### config.mk
export PLATFORM = sky130hd
export DESIGN_NAME = prp_core
export DESIGN_NICKNAME = d
export VERILOG_FILES = /design/src/prp_pkg.sv /design/src/prp_core.sv
export SDC_FILE = /design/constraint.sdc
export NUM_CORES = 1
export LEC_CHECK = 0
export BUFFER_PORTS_ARGS = -buffer_cell sky130_fd_sc_hd__buf_2
export CAP_MARGIN = 10
export CORE_MARGIN = 2
export CORE_UTILIZATION = 65
export DETAILED_ROUTE_END_ITERATION = 16
export PLACE_DENSITY = 0.83
export SYNTH_ARGS = -nofsm -noshare
export SYNTH_HDL_FRONTEND = slang
export SYNTH_SLANG_ARGS = --single-unit
### constraint.sdc
create_clock -name clock_in -period 19.4 [get_ports clock_in]
set_input_delay 3.88 -clock clock_in [delete_from_list [all_inputs] [get_ports clock_in]]
set_output_delay 3.88 -clock clock_in [all_outputs]
set_load 0.005 [all_outputs]
### src/prp_pkg.sv
`default_nettype none
package prp_pkg;
    // --------------------------------------------------------------
    // Serial word and register select
    // --------------------------------------------------------------
    localparam int          WORD_W      = 32;
    localparam int          SEL_MSB     = 3;
    localparam logic [3:0]  SEL_REG0    = 4'h0;
    localparam logic [3:0]  SEL_REG1    = 4'h1;
    localparam logic [3:0]  SEL_REG2    = 4'h2;
    localparam logic [3:0]  SEL_REG4    = 4'h4;
    localparam logic [3:0]  SEL_REG6    = 4'h6;
    localparam logic [3:0]  SEL_REG10   = 4'ha;
    localparam logic [3:0]  SEL_REG11   = 4'hb;
    localparam logic [3:0]  SEL_RESYNC  = 4'hc;
    localparam logic [3:0]  SEL_AUXHI   = 4'hd;

    // --------------------------------------------------------------
    // Field positions
    // --------------------------------------------------------------
    localparam int INT_LSB       = 4;
    localparam int INT_W         = 16;
    localparam int AUTOCAL_BIT   = 21;
    localparam int MAIN_FRACTION_LSB     = 4;
    localparam int MAIN_FRACTION_W       = 24;
    localparam int AUXF_LSB      = 18;
    localparam int AUXM_LSB      = 4;
    localparam int AUX_HALF_W    = 14;
    localparam int AUX_W         = 28;
    localparam int RDIV_LSB      = 15;
    localparam int RDIV_W        = 10;
    localparam int DIV2_BIT      = 25;
    localparam int DOUBLER_BIT   = 26;
    localparam int RFDIV_LSB     = 21;
    localparam int RFDIV_W       = 3;
    localparam int ADCDIV_LSB    = 6;
    localparam int ADCDIV_W      = 8;
    localparam int BAND_HOLD_BIT = 24;
    localparam int RESYNC_LSB    = 12;
    localparam int RESYNC_W      = 20;

    // --------------------------------------------------------------
    // Reset values
    // --------------------------------------------------------------
    localparam logic [WORD_W-1:0]   WORD_RST   = 32'h0000_0000;
    localparam logic [RDIV_W-1:0]   RDIV_RST   = 10'h001;
    localparam logic [RESYNC_W-1:0] RESYNC_RST = 20'h00001;
    localparam logic [3:0]          PIN_IDLE_RST = 4'h6;
endpackage : prp_pkg
`default_nettype wire

### src/prp_core.sv
// Operation
// - Band hold keeps VCO core through counter reset
// - Select 1100 loads resync register
// - Resync value sets PFD-period timeout counter
// - Select 1101 loads auxiliary high-half register
// - Aux fraction is high shifted plus low
// - Aux modulus is high shifted plus low
// - Zero high halves behave like low-only part
// - New frequency applies only on register 0
// - Output words feed the frequency equation
// - PFD is reference times doubler over divides
// - Divide-by-two gives 50% comparison clock
// - ADC clock is PFD divided by divider
`default_nettype none
module prp_core (
    input  wire logic                               clock_in,
    input  wire logic                               arst_n_in,
    input  wire logic                               ce_in,
    input  wire logic                               ser_clk_in,
    input  wire logic                               ser_data_in,
    input  wire logic                               ser_load_in,
    input  wire logic                               ref_in,
    input  wire logic                               counter_reset_in,
    output logic [prp_pkg::INT_W-1:0]               int_value_out,
    output logic [prp_pkg::MAIN_FRACTION_W-1:0]             main_fraction_out,
    output logic [prp_pkg::AUX_W-1:0]               aux_fraction_out,
    output logic [prp_pkg::AUX_W-1:0]               aux_modulus_out,
    output logic [prp_pkg::RFDIV_W-1:0]             rf_divider_out,
    output logic                                    autocal_out,
    output logic                                    freq_update_out,
    output logic                                    pfd_tick_out,
    output logic                                    pfd_clk_out,
    output logic                                    adc_tick_out,
    output logic                                    resync_out,
    output logic                                    vco_core_reset_out,
    output logic                                    vco_band_hold_bit_out
);
    // --------------------------------------------------------------
    // Reset release
    // --------------------------------------------------------------
    logic [1:0] rst_sync_reg;
    logic       rst_n;
    always_ff @(posedge clock_in or negedge arst_n_in) begin
        if (!arst_n_in) begin
            rst_sync_reg <= 2'h0;
        end else begin
            rst_sync_reg <= {rst_sync_reg[0], 1'b1};
        end
    end
    assign rst_n = rst_sync_reg[1];

    // --------------------------------------------------------------
    // Pin synchronisers
    // --------------------------------------------------------------
    // Bit order: 0 serial clock, 1 data, 2 load, 3 reference
    logic [3:0] s1_reg;
    logic [3:0] s2_reg;
    logic [3:0] s3_reg;
    logic [3:0] stable_reg;
    logic [3:0] stable_next;
    logic [3:0] pins;
    logic       sclk_rise;
    logic       load_rise;
    logic       ref_rise;
    logic       ref_fall;
    assign pins = {ref_in, ser_load_in, ser_data_in, ser_clk_in};
    // Idle levels at reset, so release never shows a false load edge
    always_ff @(posedge clock_in or negedge rst_n) begin
        if (!rst_n) begin
            s1_reg     <= prp_pkg::PIN_IDLE_RST;
            s2_reg     <= prp_pkg::PIN_IDLE_RST;
            s3_reg     <= prp_pkg::PIN_IDLE_RST;
            stable_reg <= prp_pkg::PIN_IDLE_RST;
        end else if (ce_in) begin
            s1_reg     <= pins;
            s2_reg     <= s1_reg;
            s3_reg     <= s2_reg;
            stable_reg <= stable_next;
        end
    end
    function automatic logic rose(input logic now, input logic prev);
        rose = now & ~prev;
    endfunction
    // A change counts once the last two stages agree
    always_comb begin
        stable_next = stable_reg;
        for (int i = 0; i < 4; i++) begin
            if (s2_reg[i] == s3_reg[i]) begin
                stable_next[i] = s3_reg[i];
            end
        end
    end
    assign sclk_rise = ce_in & rose(stable_next[0], stable_reg[0]);
    assign load_rise = ce_in & rose(stable_next[2], stable_reg[2]);
    assign ref_rise  = ce_in & rose(stable_next[3], stable_reg[3]);
    assign ref_fall  = ce_in & rose(stable_reg[3], stable_next[3]);

    // --------------------------------------------------------------
    // Serial shift and latch
    // --------------------------------------------------------------
    logic [prp_pkg::WORD_W-1:0] shift_reg;
    logic [3:0]                 sel;
    logic                       wr0;
    always_ff @(posedge clock_in or negedge rst_n) begin
        if (!rst_n) begin
            shift_reg <= prp_pkg::WORD_RST;
        end else if (sclk_rise && !stable_reg[2]) begin
            shift_reg <= {shift_reg[prp_pkg::WORD_W-2:0], stable_reg[1]};
        end
    end
    assign sel = shift_reg[prp_pkg::SEL_MSB:0];
    assign wr0 = load_rise && sel == prp_pkg::SEL_REG0;
    // Copies of the written registers; frequency fields stay pending until register 0
    logic [prp_pkg::WORD_W-1:0] reg1_reg;
    logic [prp_pkg::WORD_W-1:0] reg2_reg;
    logic [prp_pkg::WORD_W-1:0] reg4_reg;
    logic [prp_pkg::WORD_W-1:0] reg6_reg;
    logic [prp_pkg::WORD_W-1:0] reg10_reg;
    logic [prp_pkg::WORD_W-1:0] reg11_reg;
    logic [prp_pkg::WORD_W-1:0] phase_resync_config_reg;
    logic [prp_pkg::WORD_W-1:0] aux_high_halves_reg;
    always_ff @(posedge clock_in or negedge rst_n) begin
        if (!rst_n) begin
            reg1_reg                <= prp_pkg::WORD_RST;
            reg2_reg                <= prp_pkg::WORD_RST;
            reg4_reg                <= prp_pkg::WORD_RST;
            reg6_reg                <= prp_pkg::WORD_RST;
            reg10_reg               <= prp_pkg::WORD_RST;
            reg11_reg               <= prp_pkg::WORD_RST;
            phase_resync_config_reg <= prp_pkg::WORD_RST;
            aux_high_halves_reg     <= prp_pkg::WORD_RST;
        end else if (load_rise) begin
            case (sel)
                prp_pkg::SEL_REG1:   reg1_reg  <= shift_reg;
                prp_pkg::SEL_REG2:   reg2_reg  <= shift_reg;
                prp_pkg::SEL_REG4:   reg4_reg  <= shift_reg;
                prp_pkg::SEL_REG6:   reg6_reg  <= shift_reg;
                prp_pkg::SEL_REG10:  reg10_reg <= shift_reg;
                prp_pkg::SEL_REG11:  reg11_reg <= shift_reg;
                prp_pkg::SEL_RESYNC: phase_resync_config_reg <= shift_reg;
                prp_pkg::SEL_AUXHI:  aux_high_halves_reg <= shift_reg;
                default: ;
            endcase
        end
    end

    // --------------------------------------------------------------
    // Active settings, taken on register 0
    // --------------------------------------------------------------
    logic [prp_pkg::RDIV_W-1:0] rdiv_reg;
    logic                       doubler_reg;
    logic                       div2_reg;
    always_ff @(posedge clock_in or negedge rst_n) begin
        if (!rst_n) begin
            int_value_out     <= '0;
            main_fraction_out <= '0;
            aux_fraction_out  <= '0;
            aux_modulus_out   <= '0;
            rf_divider_out    <= '0;
            autocal_out       <= 1'b0;
            rdiv_reg          <= prp_pkg::RDIV_RST;
            doubler_reg       <= 1'b0;
            div2_reg          <= 1'b0;
        end else if (wr0) begin
            int_value_out     <= shift_reg[prp_pkg::INT_LSB +: prp_pkg::INT_W];
            autocal_out       <= shift_reg[prp_pkg::AUTOCAL_BIT];
            main_fraction_out <=
                reg1_reg[prp_pkg::MAIN_FRACTION_LSB +: prp_pkg::MAIN_FRACTION_W];
            // High half above low half; zero high gives legacy value
            aux_fraction_out <= {
                aux_high_halves_reg[prp_pkg::AUXF_LSB +: prp_pkg::AUX_HALF_W],
                reg2_reg[prp_pkg::AUXF_LSB +: prp_pkg::AUX_HALF_W]};
            aux_modulus_out <= {
                aux_high_halves_reg[prp_pkg::AUXM_LSB +: prp_pkg::AUX_HALF_W],
                reg2_reg[prp_pkg::AUXM_LSB +: prp_pkg::AUX_HALF_W]};
            rf_divider_out <= reg6_reg[prp_pkg::RFDIV_LSB +: prp_pkg::RFDIV_W];
            rdiv_reg       <= reg4_reg[prp_pkg::RDIV_LSB +: prp_pkg::RDIV_W];
            doubler_reg    <= reg4_reg[prp_pkg::DOUBLER_BIT];
            div2_reg       <= reg4_reg[prp_pkg::DIV2_BIT];
        end
    end
    always_ff @(posedge clock_in or negedge rst_n) begin
        if (!rst_n) begin
            freq_update_out <= 1'b0;
        end else if (ce_in) begin
            freq_update_out <= wr0;
        end
    end
    // --------------------------------------------------------------
    // Reference path to PFD
    // --------------------------------------------------------------
    logic                       ref_tick;
    logic [prp_pkg::RDIV_W-1:0] rcnt_reg;
    logic                       rdiv_wrap;
    logic                       half_reg;
    // Doubler counts both reference edges
    assign ref_tick  = ref_rise | (doubler_reg & ref_fall);
    assign rdiv_wrap = ref_tick &&
                       (rdiv_reg <= 10'h001 || rcnt_reg >= rdiv_reg - 10'h001);
    always_ff @(posedge clock_in or negedge rst_n) begin
        if (!rst_n) begin
            rcnt_reg <= '0;
            half_reg <= 1'b0;
        end else if (ce_in && (counter_reset_in || wr0)) begin
            rcnt_reg <= '0;
            half_reg <= 1'b0;
        end else if (ref_tick) begin
            rcnt_reg <= rdiv_wrap ? '0 : rcnt_reg + 10'h001;
            if (rdiv_wrap) begin
                half_reg <= ~half_reg;
            end
        end
    end
    logic pfd_tick;
    assign pfd_tick = rdiv_wrap & (~div2_reg | half_reg);
    // Clock level toggles each divider wrap when halving: even duty
    always_ff @(posedge clock_in or negedge rst_n) begin
        if (!rst_n) begin
            pfd_clk_out  <= 1'b0;
            pfd_tick_out <= 1'b0;
        end else if (ce_in) begin
            pfd_tick_out <= pfd_tick;
            if (div2_reg ? rdiv_wrap : pfd_tick) begin
                pfd_clk_out <= ~pfd_clk_out;
            end
        end
    end
    // --------------------------------------------------------------
    // ADC clock
    // --------------------------------------------------------------
    logic [prp_pkg::ADCDIV_W-1:0] adc_div;
    logic [prp_pkg::ADCDIV_W-1:0] adc_cnt_reg;
    logic                         adc_wrap;
    assign adc_div  = reg10_reg[prp_pkg::ADCDIV_LSB +: prp_pkg::ADCDIV_W];
    assign adc_wrap = pfd_tick &&
                      (adc_div <= 8'h01 || adc_cnt_reg >= adc_div - 8'h01);
    always_ff @(posedge clock_in or negedge rst_n) begin
        if (!rst_n) begin
            adc_cnt_reg  <= '0;
            adc_tick_out <= 1'b0;
        end else if (ce_in) begin
            adc_tick_out <= adc_wrap;
            if (pfd_tick) begin
                adc_cnt_reg <= adc_wrap ? '0 : adc_cnt_reg + 8'h01;
            end
        end
    end

    // --------------------------------------------------------------
    // Phase resynchronization timer
    // --------------------------------------------------------------
    // Timing must be chosen by software to land after lock
    logic [prp_pkg::RESYNC_W-1:0] rs_cnt_reg;
    logic                         rs_run_reg;
    logic [prp_pkg::RESYNC_W-1:0] rs_limit;
    assign rs_limit =
        phase_resync_config_reg[prp_pkg::RESYNC_LSB +: prp_pkg::RESYNC_W];
    always_ff @(posedge clock_in or negedge rst_n) begin
        if (!rst_n) begin
            rs_cnt_reg <= '0;
            rs_run_reg <= 1'b0;
            resync_out <= 1'b0;
        end else if (ce_in) begin
            resync_out <= 1'b0;
            if (wr0) begin
                rs_cnt_reg <= '0;
                rs_run_reg <= 1'b1;
            end else if (rs_run_reg && pfd_tick) begin
                rs_cnt_reg <= rs_cnt_reg + 20'h00001;
                if (rs_cnt_reg + 20'h00001 >= rs_limit) begin
                    rs_run_reg <= 1'b0;
                    resync_out <= 1'b1;
                end
            end
        end
    end
    // --------------------------------------------------------------
    // Counter reset and band hold
    // --------------------------------------------------------------
    assign vco_band_hold_bit_out = reg11_reg[prp_pkg::BAND_HOLD_BIT];
    always_ff @(posedge clock_in or negedge rst_n) begin
        if (!rst_n) begin
            vco_core_reset_out <= 1'b0;
        end else if (ce_in) begin
            vco_core_reset_out <= counter_reset_in & ~vco_band_hold_bit_out;
        end
    end
endmodule : prp_core
`default_nettype wire

# ---- Word level (Yosys, flattened, before mapping)
# Cells that the tools add are included.
# W data, S select, Z words.
dict set report word_totals {
  elab_cells 126
  input_bits 8
  ff_bits 422
  output_inout_bits 107
}
dict set report classes {
  n_bitwise 21
  eq_ne 12
  addsub 5
  order_cmp 5
  mux 19
  n_reduce_logical 29
}
# cell count
set op_table {}
lappend op_table {{$mux W20} 2}
lappend op_table {{$mux W10} 3}
lappend op_table {{$reduce_and A2 Y1} 13}
lappend op_table {{$add A20 B1 Y20 const B} 1}
lappend op_table {{$ge A20 B20 Y1} 1}
lappend op_table {{$eq A4 B4 Y1 const B} 4}
lappend op_table {{$mux W1} 13}
lappend op_table {{$and A1 B1 Y1} 11}
lappend op_table {{$add A10 B1 Y10 const B} 1}
lappend op_table {{$ge A10 B10 Y1} 1}
lappend op_table {{$le A10 B1 Y1 const B} 1}
lappend op_table {{$sub A10 B1 Y10 const B} 1}
lappend op_table {{$add A8 B1 Y8 const B} 1}
lappend op_table {{$eq A4 B3 Y1 const B} 2}
lappend op_table {{$ge A8 B8 Y1} 1}
lappend op_table {{$le A8 B1 Y1 const B} 1}
lappend op_table {{$mux W8} 1}
lappend op_table {{$not A1 Y1} 8}
lappend op_table {{$reduce_bool A2 Y1} 4}
lappend op_table {{$sub A8 B1 Y8 const B} 1}
lappend op_table {{$logic_and A1 B1 Y1} 6}
lappend op_table {{$eq A1 B1 Y1} 4}
lappend op_table {{$eq A4 B1 Y1 const B} 1}
lappend op_table {{$eq A4 B2 Y1 const B} 1}
lappend op_table {{other kinds (5)} 8}

# ---- Depth between registers and ports, before layout
# Gate-level depths: netlist of the first run.
dict set report logic_depth {
  word_depth 12
  depth_mapped 13
  mapped_depth_nobuf 12
}

# ---- Least setup slack after synthesis of the first run
# OpenSTA, ideal clock, no wires.
dict set report synth_timing {
  kind {input port to flip-flop}
  from {input port ce_in}
  to {register aux_high_halves_reg[11] (netlist name)}
  setup_ps 125
  required_ps 19275
  stages 6
  setup_slack_ps 13969
  arrival_time_ps 5306
  n_path_buf 1
  path_cell_list {and4b_1 nor2b_1 nand2_1 nor2_2 buf_2 mux2_2}
}
dict set report synth_between {
  elab_chain_len 2
}
# item line_no
set synth_lines {}
lappend synth_lines {{start: declaration} prp_core.sv:18} ;# input wire logic ce_in,
lappend synth_lines {{$and A1 B1 Y1} prp_core.sv:94} ;# assign load_rise = ce_in & rose(stable_next[2], stable_reg[2]);
lappend synth_lines {{$reduce_and A2 Y1 (no line)} --}
lappend synth_lines {{end signal: assignment} prp_core.sv:131} ;# aux_high_halves_reg <= prp_pkg::WORD_RST;
lappend synth_lines {{end signal: assignment} prp_core.sv:141} ;# prp_pkg::SEL_AUXHI: aux_high_halves_reg <= shift_reg;
lappend synth_lines {{end: declaration} prp_core.sv:121} ;# logic [prp_pkg::WORD_W-1:0] aux_high_halves_reg;
# No other way between the ends.
# A chain may end at the register's enable or synchronous reset.

# ---- Worst setup path after layout of the first run
dict set report layout_timing {
  from {input port ce_in}
  to {register main_fraction_out[0] (netlist name)}
}
dict set report layout_between {
  elab_chain_len 2
}
# item line_no
set layout_lines {}
lappend layout_lines {{$and A1 B1 Y1} prp_core.sv:94}
lappend layout_lines {{$logic_and A1 B1 Y1} prp_core.sv:112} ;# assign wr0 = load_rise && sel == prp_pkg::SEL_REG0;
lappend layout_lines {{end signal: assignment} prp_core.sv:167} ;# main_fraction_out <=
lappend layout_lines {{end: declaration} prp_core.sv:25} ;# output logic [prp_pkg::MAIN_FRACTION_W-1:0] main_fraction_out,
# No other way between the ends.

==> results.json, run 1 <==
{
  "largest_reg_flops": 32,
  "synthArstFlopShare_pct": 100,
  "syn-mean-instance-area_um2": 11.1,
  "syn-cell-area_um2": 14400,
  "die_x_um": 153,
  "worst_ep_required_time_ns": 19.84,
  "grt_max_degree": 114,
  "wl_per_cell_um": 19.1,
  "hold_violations": 0,
  "leakagePower_nw": 8.80,
  "post_cts.repair.setup_buffers": 0,
  "worstPathCellList": "buf_2 > and4b_1 > and2_4 > buf_4 > nand2_1 > nand2_1",
  "slowest_delay_ns": 0.89,
  "final_area_um2": 16400,
  "cts_tree": "done",
  "crit_top_cell": "nand2_1",
  "setup_tns_ns": 0,
  "ys_warn_count": 0,
  "fin_crit_sh_pct": 31.2,
  "syn_inst": 1303,
  "cp-end-kind": "flip-flop",
  "antenna_found_initial": 0,
  "synth_top_family_by_area": "simple AND/OR/NAND/NOR gates",
  "track_usage_pct": 28.4,
  "clock-sinks": 332,
  "yosysSeqAreaShare_pct": 57.7,
  "drt_pre_antenna_iters": 5,
  "synth_cell_types": 63,
  "cap_viol_max_count": 0,
  "relSlewSlack_pct": 18.2,
  "post_dp_cell_area_um2": 15200,
  "utilization_pct": 75.4,
  "port-buffer-count": 114,
  "synth_compound_area_share_pct": 4.97,
  "cts_max_path_buffers": 3,
  "ioPinCount": 115,
  "worst-path-max-fanout": 113,
  "max_slew.worst_pin.slew_ns": 1.23,
  "ir_drop_v": 0.000118,
  "cts_root_buf": "clkbuf_16",
  "finalMaxSlewViolations": 0,
  "fmax_mhz": 165,
  "die_y_um": 153,
  "clk_latency_ns": 0.53,
  "insertedDiodeCount": 0,
  "routed_via_density": 5.87,
  "synth_xor_area_share_pct": 2.49,
  "grt_pass1_vias": 10292,
  "finalWeightedCongestion": 0.801,
  "synth-simple-area-share_pct": 15.3,
  "nets": 1464,
  "synth_edf_count": 0,
  "core-area_um2": 21800,
  "clk_pin_slew_ns": 0.06,
  "drtAntennaViolNets": 0,
  "post-place-cells": 1655,
  "placementRows": 54,
  "fin_skew_ns": 0.0231,
  "synth_ff_type": "dfrtp_1",
  "rsz0062_at_grt": "no",
  "hold_path_class": "reg -> async",
  "htreeDepth": 2,
  "powerDensity_nw_per_um2": 100,
  "muxShareOfSynthArea_pct": 13.0,
  "dieArea_um2": 23400,
  "synth_seq_cells": 332,
  "startpoint_type": "input port",
  "synth_nets": 1356,
  "start_util_pct": 66.1,
  "path_class": "in -> reg",
  "drc": 0,
  "num_vias": 10076,
  "cts-hold-fix-buffers": 0,
  "critPathArrivalTime_ns": 6.49,
  "finalSetupViolCount": 0,
  "slowest_stage": "buf_4",
  "status": "finished clean",
  "grt_pass1_wl_um": 53700,
  "synth_fa_ha_area_share_pct": 3.90,
  "cts_made_buffers": 34,
  "grt_overflow": 0,
  "fin_crit_ns": 6.05,
  "drive_gt1_share_pct": 26.5,
  "drtIter0Drc": 902,
  "post_cts_resized": 0,
  "area_growth_pct": 14.0,
  "dp_hpwl_um": 19400,
  "wl_um": 32800,
  "stdcell_count": 1716
}
cells in the final DEF, fill, tap and decap left out, types with 3 or more instances in the layout:
cell type / Yosys / routed
nand2_1: 368 / 367
clkbuf_8: 0 / 5
and3_1: 5 / 5
nor3b_1: 5 / 5
nand4_1: 7 / 7
or2_2: 4 / 4
o21a_1: 3 / 3
dfrtp_1: 323 / 322
nand3b_1: 3 / 3
a22o_1: 6 / 6
o21ai_0: 29 / 29
a21o_1: 9 / 9
nand3_1: 20 / 20
nor4_1: 6 / 6
dfstp_2: 9 / 9
xnor2_1: 23 / 23
inv_1: 41 / 41
clkinv_2: 0 / 9
bufinv_16: 0 / 6
a21oi_1: 41 / 41
ha_1: 45 / 45
o31ai_1: 5 / 5
mux2_2: 167 / 167
or3_1: 16 / 16
xor2_1: 18 / 18
or4_1: 3 / 3
nor3_1: 10 / 10
buf_4: 0 / 11
buf_2: 11 / 114
clkbuf_16: 0 / 35
o22ai_1: 3 / 3
nor2_1: 37 / 37
nand2b_1: 6 / 6
nor2b_1: 3 / 3
cell type report:
| class | count | area, um^2 |
|---|---|---|
| clock buffer | 42 | 952 |
| clock inverter | 19 | 273 |
| fill | 1373 | 5380 |
| inverter | 41 | 154 |
| multi-input combinational | 877 | 5740 |
| sequential | 332 | 8320 |
| tap | 280 | 350 |
| timing repair buffer | 125 | 653 |
per-stage QoR:
stage	hold slack, ns	setup slack [ns]	total power [W]
after floorplan	0.331	9.48	0.000899
after global placement	0.258	13.04	0.000942
after detailed placement	0.261	12.92	0.000949
after CTS	0.270	13.39	0.00166
after global routing	0.291	13.17	0.00171
final	0.257	13.35	0.00165
worst paths after layout:
kind                            startpoint                    to  slack (ns)  cells after the start
setup reg to reg               rdiv_reg[2]         rs_cnt_reg[3]       15.63                     10
setup / recovery                     ce_in  main_fraction_out[0]       13.35                      6
hold reg to reg            rst_sync_reg[1]  aux_fraction_out[18]        0.26                      0
min in group clock_in      rst_sync_reg[0]       rst_sync_reg[1]        0.35                      0
hold / removal             rst_sync_reg[1]  aux_fraction_out[18]        0.26                      0
max in group asynchronous        arst_n_in       rst_sync_reg[1]       16.17                      1
cells by family (layout without fill, tap and decap cells):
family | count (synthesis) | after routing
AO/OA/AOI/OAI | 116 | 116
AND/OR/NAND/NOR | 507 | 507
multiplexers | 167 | 167
adder cells (fa/ha/maj) | 45 | 45
XOR/XNOR | 41 | 41
buffers and inverters | 94 | 227
flip-flops | 332 | 332
other | 1 | 1
power by group:
part / internal [W] / total (W) / leakage, nW / switching [W]
Sequential: 0.000721 / 0.000753 / 4.56 / 0.0000325
Clock: 0.000431 / 0.000709 / 0.604 / 0.000278
Combinational: 0.0000692 / 0.000186 / 3.64 / 0.000117
cell usage after synthesis (all sizes together) (11+ instances only):
library cell / number / share of area, %
nand3: 21 / 0.76
o21ai: 30 / 1.0
inv: 41 / 1.1
xnor2: 23 / 1.4
clkbuf: 35 / 0.91
xor2: 18 / 1.1
or3: 17 / 0.77
buf: 18 / 0.67
dfrtp: 323 / 56
nor3: 11 / 0.46
mux2: 167 / 13
a21oi: 42 / 1.5
ha: 45 / 3.9
nand2: 368 / 9.6
nor2: 38 / 1.0
routing by layer:
| metal | GRT usage, % | part of all wire [%] |
|---|---|---|
| met5 | 0 | 0 |
| met4 | 11.0 | 3.5 |
| met3 | 4.39 | 5.9 |
| met2 | 45.2 | 48 |
| met1 | 40.0 | 43 |
worst max-delay path: cells and delay by family:
family | cells | cell delay [ns]
buffers and inverters | 2 | 1.32
and+or+nand+nor | 4 | 1.12
(Power assumes the default switching activity.)
==> inputs of run 2 (changes only) <==
--- a/config.mk
+++ b/config.mk
@@ -5,12 +5,13 @@
 export SDC_FILE = /design/constraint.sdc
 export NUM_CORES = 1
 export LEC_CHECK = 0
+export ABC_AREA = 1
 export BUFFER_PORTS_ARGS = -buffer_cell sky130_fd_sc_hd__buf_2
 export CAP_MARGIN = 10
 export CORE_MARGIN = 2
-export CORE_UTILIZATION = 65
+export CORE_UTILIZATION = 54
 export DETAILED_ROUTE_END_ITERATION = 16
-export PLACE_DENSITY = 0.83
+export PLACE_DENSITY = 0.74
 export SYNTH_ARGS = -nofsm -noshare
 export SYNTH_HDL_FRONTEND = slang
 export SYNTH_SLANG_ARGS = --single-unit
==> constraint.sdc (replaced) <==
create_clock -name clock_in -period 4.9 [get_ports clock_in]
set_input_delay 0.98 -clock clock_in [delete_from_list [all_inputs] [get_ports clock_in]]
set_output_delay 0.98 -clock clock_in [all_outputs]
set_load 0.005 [all_outputs]
==> results.json, run 2 <==
{
  "synth_cell_types": 41,
  "drive_gt1_share_pct": 12.3,
  "post_cts.repair.setup_buffers": 0,
  "path_class": "reg -> reg",
  "fin_crit_ns": 2.99,
  "cts_max_path_buffers": 3,
  "clk_pin_slew_ns": 0.06,
  "worst-path-max-fanout": 22,
  "htreeDepth": 2,
  "worstPathBufferInverterCount": 4,
  "grt_max_degree": 119,
  "synth_edf_count": 0,
  "finalMaxSlewViolations": 0,
  "worst_ep_required_time_ns": 5.30,
  "ys_top_cells_by_count": "595 x nand2_1, 323 x dfrtp_1, 205 x o21ai_0",
  "start_util_pct": 55.2,
  "dieArea_um2": 28100,
  "clock-sinks": 332,
  "relSlewSlack_pct": 33.9,
  "track_usage_pct": 24.0,
  "finalWeightedCongestion": 0.829,
  "crit_top_cell": "nand3_1",
  "drt_pre_antenna_iters": 5,
  "pwr-share-seq_pct": 46.2,
  "yosysSeqAreaShare_pct": 57.5,
  "clkPwrFrac_pct": 44.3,
  "status": "finished clean",
  "dp_hpwl_um": 21400,
  "cts_root_buf": "clkbuf_16",
  "syn_inst": 1629,
  "max_slew.worst_pin.slew_ns": 0.992,
  "regArea_um2": 8320,
  "largest_reg_flops": 32,
  "rsz0062_at_grt": "no",
  "worstPathCellList": "inv_1 > nand3_1 > nor4_1 > nand3_1 > xor2_1 > inv_1 > ha_1 > a21o_1 > nor2_1 > nand4_2 > nand4_2 > buf_4 > inv_2 > nand3_1 > nand2_1",
  "cp-end-kind": "flip-flop",
  "insertedDiodeCount": 0,
  "synthArstFlopShare_pct": 100,
  "powerDensity_nw_per_um2": 382,
  "drtIter0Drc": 886,
  "final_area_um2": 16400,
  "setup_tns_ns": 0,
  "die_x_um": 168,
  "synth_top_area_share_pct": 55.8,
  "drc": 0,
  "combPwrFrac_pct": 9.4,
  "fin_skew_ns": 0.0233,
  "cap_viol_max_count": 0,
  "wl_per_cell_um": 15.8,
  "synth.most_common_cell": "nand2_1",
  "setup_ws_ns": 1.91,
  "antenna_found_initial": 0,
  "clk_latency_ns": 0.52,
  "nets": 1777,
  "critPathArrivalTime_ns": 3.39,
  "cts_made_buffers": 35,
  "hold_slack_ns": 0.118,
  "syn-mean-instance-area_um2": 8.89,
  "synth_ff_type": "dfrtp_1",
  "p_sw_share_pct": 25.0,
  "area_growth_pct": 13.5,
  "final_common_cell": "nand2_1",
  "die_y_um": 168,
  "mostFrequentLayoutCells": "594 x nand2_1, 322 x dfrtp_1, 205 x o21ai_0, 132 x inv_1, 114 x buf_2",
  "synth_seq_cells": 332,
  "finalSetupViolCount": 0,
  "hold_violations": 0,
  "core-area_um2": 26200,
  "dp_worst_setup_slack_ns": 1.62,
  "leakagePower_nw": 8.66,
  "multiInputGateArea_um2": 5260,
  "port-buffer-count": 114,
  "n_fill_cell": 2109,
  "startpoint_type": "flip-flop",
  "synth_nets": 1682,
  "drtAntennaViolNets": 0,
  "slowest_stage": "dfrtp_1",
  "power.switching_w": 0.00157,
  "routed_via_density": 5.29,
  "placementRows": 59,
  "fin_crit_sh_pct": 61.1,
  "post_cts_resized": 0,
  "fmax_mhz": 334,
  "cts-hold-fix-buffers": 0,
  "ioPinCount": 115,
  "wl_um": 33000,
  "post_dp_cell_area_um2": 15200,
  "grt_overflow": 0,
  "syn-cell-area_um2": 14500,
  "ir_drop_v": 0.000316,
  "num_vias": 11025,
  "hold_path_class": "reg -> async",
  "netlist_top_cells_area": "dfrtp_1 56%, nand2_1 15%, o21ai_0 7.1%",
  "internal-power_w": 0.00471,
  "critPathTopFamily": "simple AND/OR/NAND/NOR gates",
  "grt_pass1_vias": 10581,
  "ys_warn_count": 0,
  "slowest_delay_ns": 0.40,
  "grt_pass1_wl_um": 54800,
  "p_total_w": 0.00627,
  "yosys.area.top_type": "dfrtp_1",
  "cts_tree": "done"
}
==> run 2: path summary, 6_finish.rpt <==
check / startpoint / to / slack, ns / cells after the start
max: rdiv_reg[2] / rs_cnt_reg[8] / 1.91 / 15
min: rst_sync_reg[1] / aux_modulus_out[18] / 0.12 / 0
max reg2reg: rdiv_reg[2] / rs_cnt_reg[8] / 1.91 / 15
min reg2reg: rst_sync_reg[1] / aux_modulus_out[18] / 0.12 / 0
max in group asynchronous: rst_sync_reg[1] / adc_cnt_reg[6] / 3.62 / 1
min in group clock_in: rst_sync_reg[0] / rst_sync_reg[1] / 0.35 / 0
==> run 2: per-layer routing <==
layer	global-route usage (%)	part of all wire, %
met5	0	0
met4	5.52	1.6
met3	4.66	6.1
met2	36.8	45
met1	35.9	47
==> run 2: worst reg2reg max path, stage by stage (launching register included) <==
cell	delay, ns
dfrtp_1	0.40
inv_1	0.10
nand3_1	0.14
nor4_1	0.33
nand3_1	0.14
xor2_1	0.16
inv_1	0.06
ha_1	0.29
a21o_1	0.18
nor2_1	0.13
nand4_2	0.18
nand4_2	0.10
buf_4	0.27
inv_2	0.22
nand3_1	0.14
nand2_1	0.06
==> run 2: power by group through the flow <==
| stage | Clock (W) | Sequential (W) | Combinational [W] |
|---|---|---|---|
| 2_1_floorplan | 0 | 0.00297 | 0.000443 |
| 3_3_place_gp | 0 | 0.00294 | 0.000577 |
| 3_5_place_dp | 0 | 0.00295 | 0.000597 |
| 4_1_cts | 0.00281 | 0.00290 | 0.000600 |
| 5_1_grt | 0.00292 | 0.00291 | 0.000689 |
| 6_report | 0.00278 | 0.00290 | 0.000593 |
==> run 2: final cells by class <==
type | instances | share of cell area [%]
well taps | 335 | 2.55
multi-input cells | 1089 | 32.0
clock buffers | 48 | 6.05
flip-flops and latches | 332 | 50.7
clock inverters | 14 | 1.37
repair buffers | 127 | 4.14
inverters | 139 | 3.18
==> run 2: logic make-up (layout without fill, tap and decap cells) <==
kind of cell,count (synthesis),after routing,share of synthesized area [%]
simple gates,766,766,21.5
flops,332,332,57.5
compound gates,237,237,8.43
buf+inv,208,328,6.25
fa+ha+maj,45,45,3.89
xor+xnor,40,40,2.42
other cells,1,1,0.0259
==> run 2: stage by stage <==
| stage | util (%) | instances |
|---|---|---|
| floorplan | - | 1629 |
| global placement | 58.0 | 2022 |
| detailed placement | 58.0 | 2022 |
| CTS | 62.7 | 2084 |
| global route | 62.7 | 2084 |
| finish | 62.7 | 2084 |
==> inputs of run 3 (changes only) <==
==> constraint.sdc (replaced) <==
create_clock -name clock_in -period 2.5 [get_ports clock_in]
set_input_delay 0.5 -clock clock_in [delete_from_list [all_inputs] [get_ports clock_in]]
set_output_delay 0.5 -clock clock_in [all_outputs]
set_load 0.005 [all_outputs]
==> results.json, run 3 (synthesis gave the netlist of run 2 again) <==
{
  "status": "finished, violations left",
  "violations": "setup timing",
  "drtIter0Drc": 962,
  "post_dp_cell_area_um2": 15600,
  "hold_violations": 0,
  "cts_root_buf": "clkbuf_16",
  "cp-end-kind": "flip-flop",
  "setup_ws_ns": -0.00936,
  "endpoint": "resync_out",
  "finalMaxSlewViolations": 0,
  "final_area_um2": 17400,
  "grt_overflow": 0,
  "grt_max_degree": 97,
  "clk_pin_slew_ns": 0.06,
  "track_usage_pct": 24.9,
  "wl_per_cell_um": 16.1,
  "dp_hpwl_um": 22000,
  "rsz0062_at_grt": "yes",
  "final_common_cell": "nand2_1",
  "mostFrequentLayoutCells": "580 x nand2_1, 318 x dfrtp_1, 199 x o21ai_0, 124 x inv_1, 114 x buf_2",
  "grt_pass1_vias": 11281,
  "port-buffer-count": 114,
  "placementRows": 59,
  "ir_drop_v": 0.000587,
  "nets": 1831,
  "startpoint": "rs_cnt_reg[0]",
  "regToRegSetupSlack_ns": -0.009,
  "drt_pre_antenna_iters": 7,
  "finalSetupViolCount": 1,
  "setup_tns_ns": -0.00936,
  "wl_um": 34400,
  "htreeDepth": 2,
  "cap_viol_max_count": 0,
  "area_growth_pct": 20.0,
  "clock-sinks": 332,
  "startpoint_type": "flip-flop",
  "relSlewSlack_pct": 58.3,
  "path_class": "reg -> reg",
  "hold_path_class": "in -> reg",
  "drtAntennaViolNets": 0,
  "worst_ep_required_time_ns": 2.90,
  "die_x_um": 168,
  "largest_reg_flops": 32,
  "critPathArrivalTime_ns": 2.91,
  "num_vias": 11449,
  "leakagePower_nw": 9.05,
  "fin_skew_ns": 0.0167,
  "max_slew.worst_pin.slew_ns": 0.625,
  "fin_crit_ns": 2.51,
  "cts_made_buffers": 35,
  "insertedDiodeCount": 0,
  "worstRegToRegCells": 18,
  "fmax_mhz": 399,
  "grt_pass1_wl_um": 57000,
  "worst-path-max-fanout": 4,
  "routed_via_density": 5.35,
  "cts_max_path_buffers": 3,
  "drc": 0,
  "fin_crit_sh_pct": 100,
  "cts_tree": "done",
  "regToRegStartpoint": "rs_cnt_reg[0]",
  "dieArea_um2": 28100,
  "r2r_end": "resync_out",
  "die_y_um": 168,
  "ioPinCount": 115,
  "finalWeightedCongestion": 0.824,
  "start_util_pct": 55.2,
  "drive_gt1_share_pct": 19.3,
  "clk_latency_ns": 0.52,
  "antenna_found_initial": 0,
  "powerDensity_nw_per_um2": 728,
  "core-area_um2": 26200
}
-- run 3: cell count changes in the layout (fill, tap and decap cells not counted), moves of 8 or more --
cell / change
inv_1: -8
nor2_1: -18
buf_12: +8
nor3_1: -8
nand2_2: +9
nand2_1: -14
buf_4: +39
nor2_4: +11
-- run 3: timing repair --
action                                 CTS  global route
cloned                                   0             0
hold buffers                             1             0
endpoints found under the hold margin    2             0
gates resized for setup                 20            98
setup endpoints to repair               43            44
pin swaps                                5            47
buffers inserted                         2            15
-- run 3: area by class of cell --
class / count / area [um^2]
fill: 1988 / 8830
sequential: 332 / 8330
multi-input combinational: 1089 / 5680
timing repair buffer: 181 / 1210
clock buffer: 48 / 1030
inverter: 139 / 538
tap: 335 / 419
clock inverter: 15 / 178
-- run 3: worst min path at each step --
stage | from | end | slack (ns) | cells past startpoint
floorplan | arst_n_in | rst_sync_reg[0] | 0.20 | 0
global placement | arst_n_in | rst_sync_reg[0] | 0.29 | 1
detailed placement | arst_n_in | rst_sync_reg[0] | 0.29 | 1
CTS | ser_data_in | s1_reg[1] | 0.19 | 3
global route | ser_data_in | s1_reg[1] | 0.21 | 3
finish | ser_data_in | s1_reg[1] | 0.20 | 3
-- run 3: stage by stage --
step	utilization [%]	worst slack [ns]	hold slack (ns)	std cells	power [W]
after floorplan	-	-0.783	0.204	1629	0.00668
after global placement	59.5	-0.120	0.285	2059	0.00708
after detailed placement	59.5	-0.232	0.287	2059	0.00714
after CTS	64.4	-0.0272	0.191	2125	0.0125
after global routing	66.3	-0.214	0.210	2139	0.0132
final	66.3	-0.00936	0.198	2139	0.0126
-- run 3: worst max-delay path: stages, from the launching register on --
cell and delay (ns):
dfrtp_1 0.40, ha_2 0.21, nand2_2 0.07, nor2_4 0.15, nand2_4 0.10, nor3_4 0.20
xnor2_1 0.15, inv_2 0.08, ha_4 0.25, nand2_4 0.07, inv_1 0.04, nand2_1 0.08
a21oi_2 0.06, nor2_1 0.14, nand3_2 0.11, nor2_4 0.15, nor2_4 0.04, nand2_1 0.05
nand2_1 0.05
-- run 3: report_power, final --
group / switching (W) / internal, W / total (W)
logic: 0.00100 / 0.000610 / 0.00161
registers: 0.000152 / 0.00555 / 0.00570
clock network: 0.00213 / 0.00321 / 0.00534
-- run 3: routing by layer --
layer  vias to the layer above  wire length, um  share of wire, %  GRT usage (%)
met3                        42             2190               6.4           4.85
met5                         -                0                 0              0
li1                       5492                -                 -              -
met1                      5606            15300                44           35.1
met4                         0              531               1.5           6.28
met2                       309            16400                48           40.0
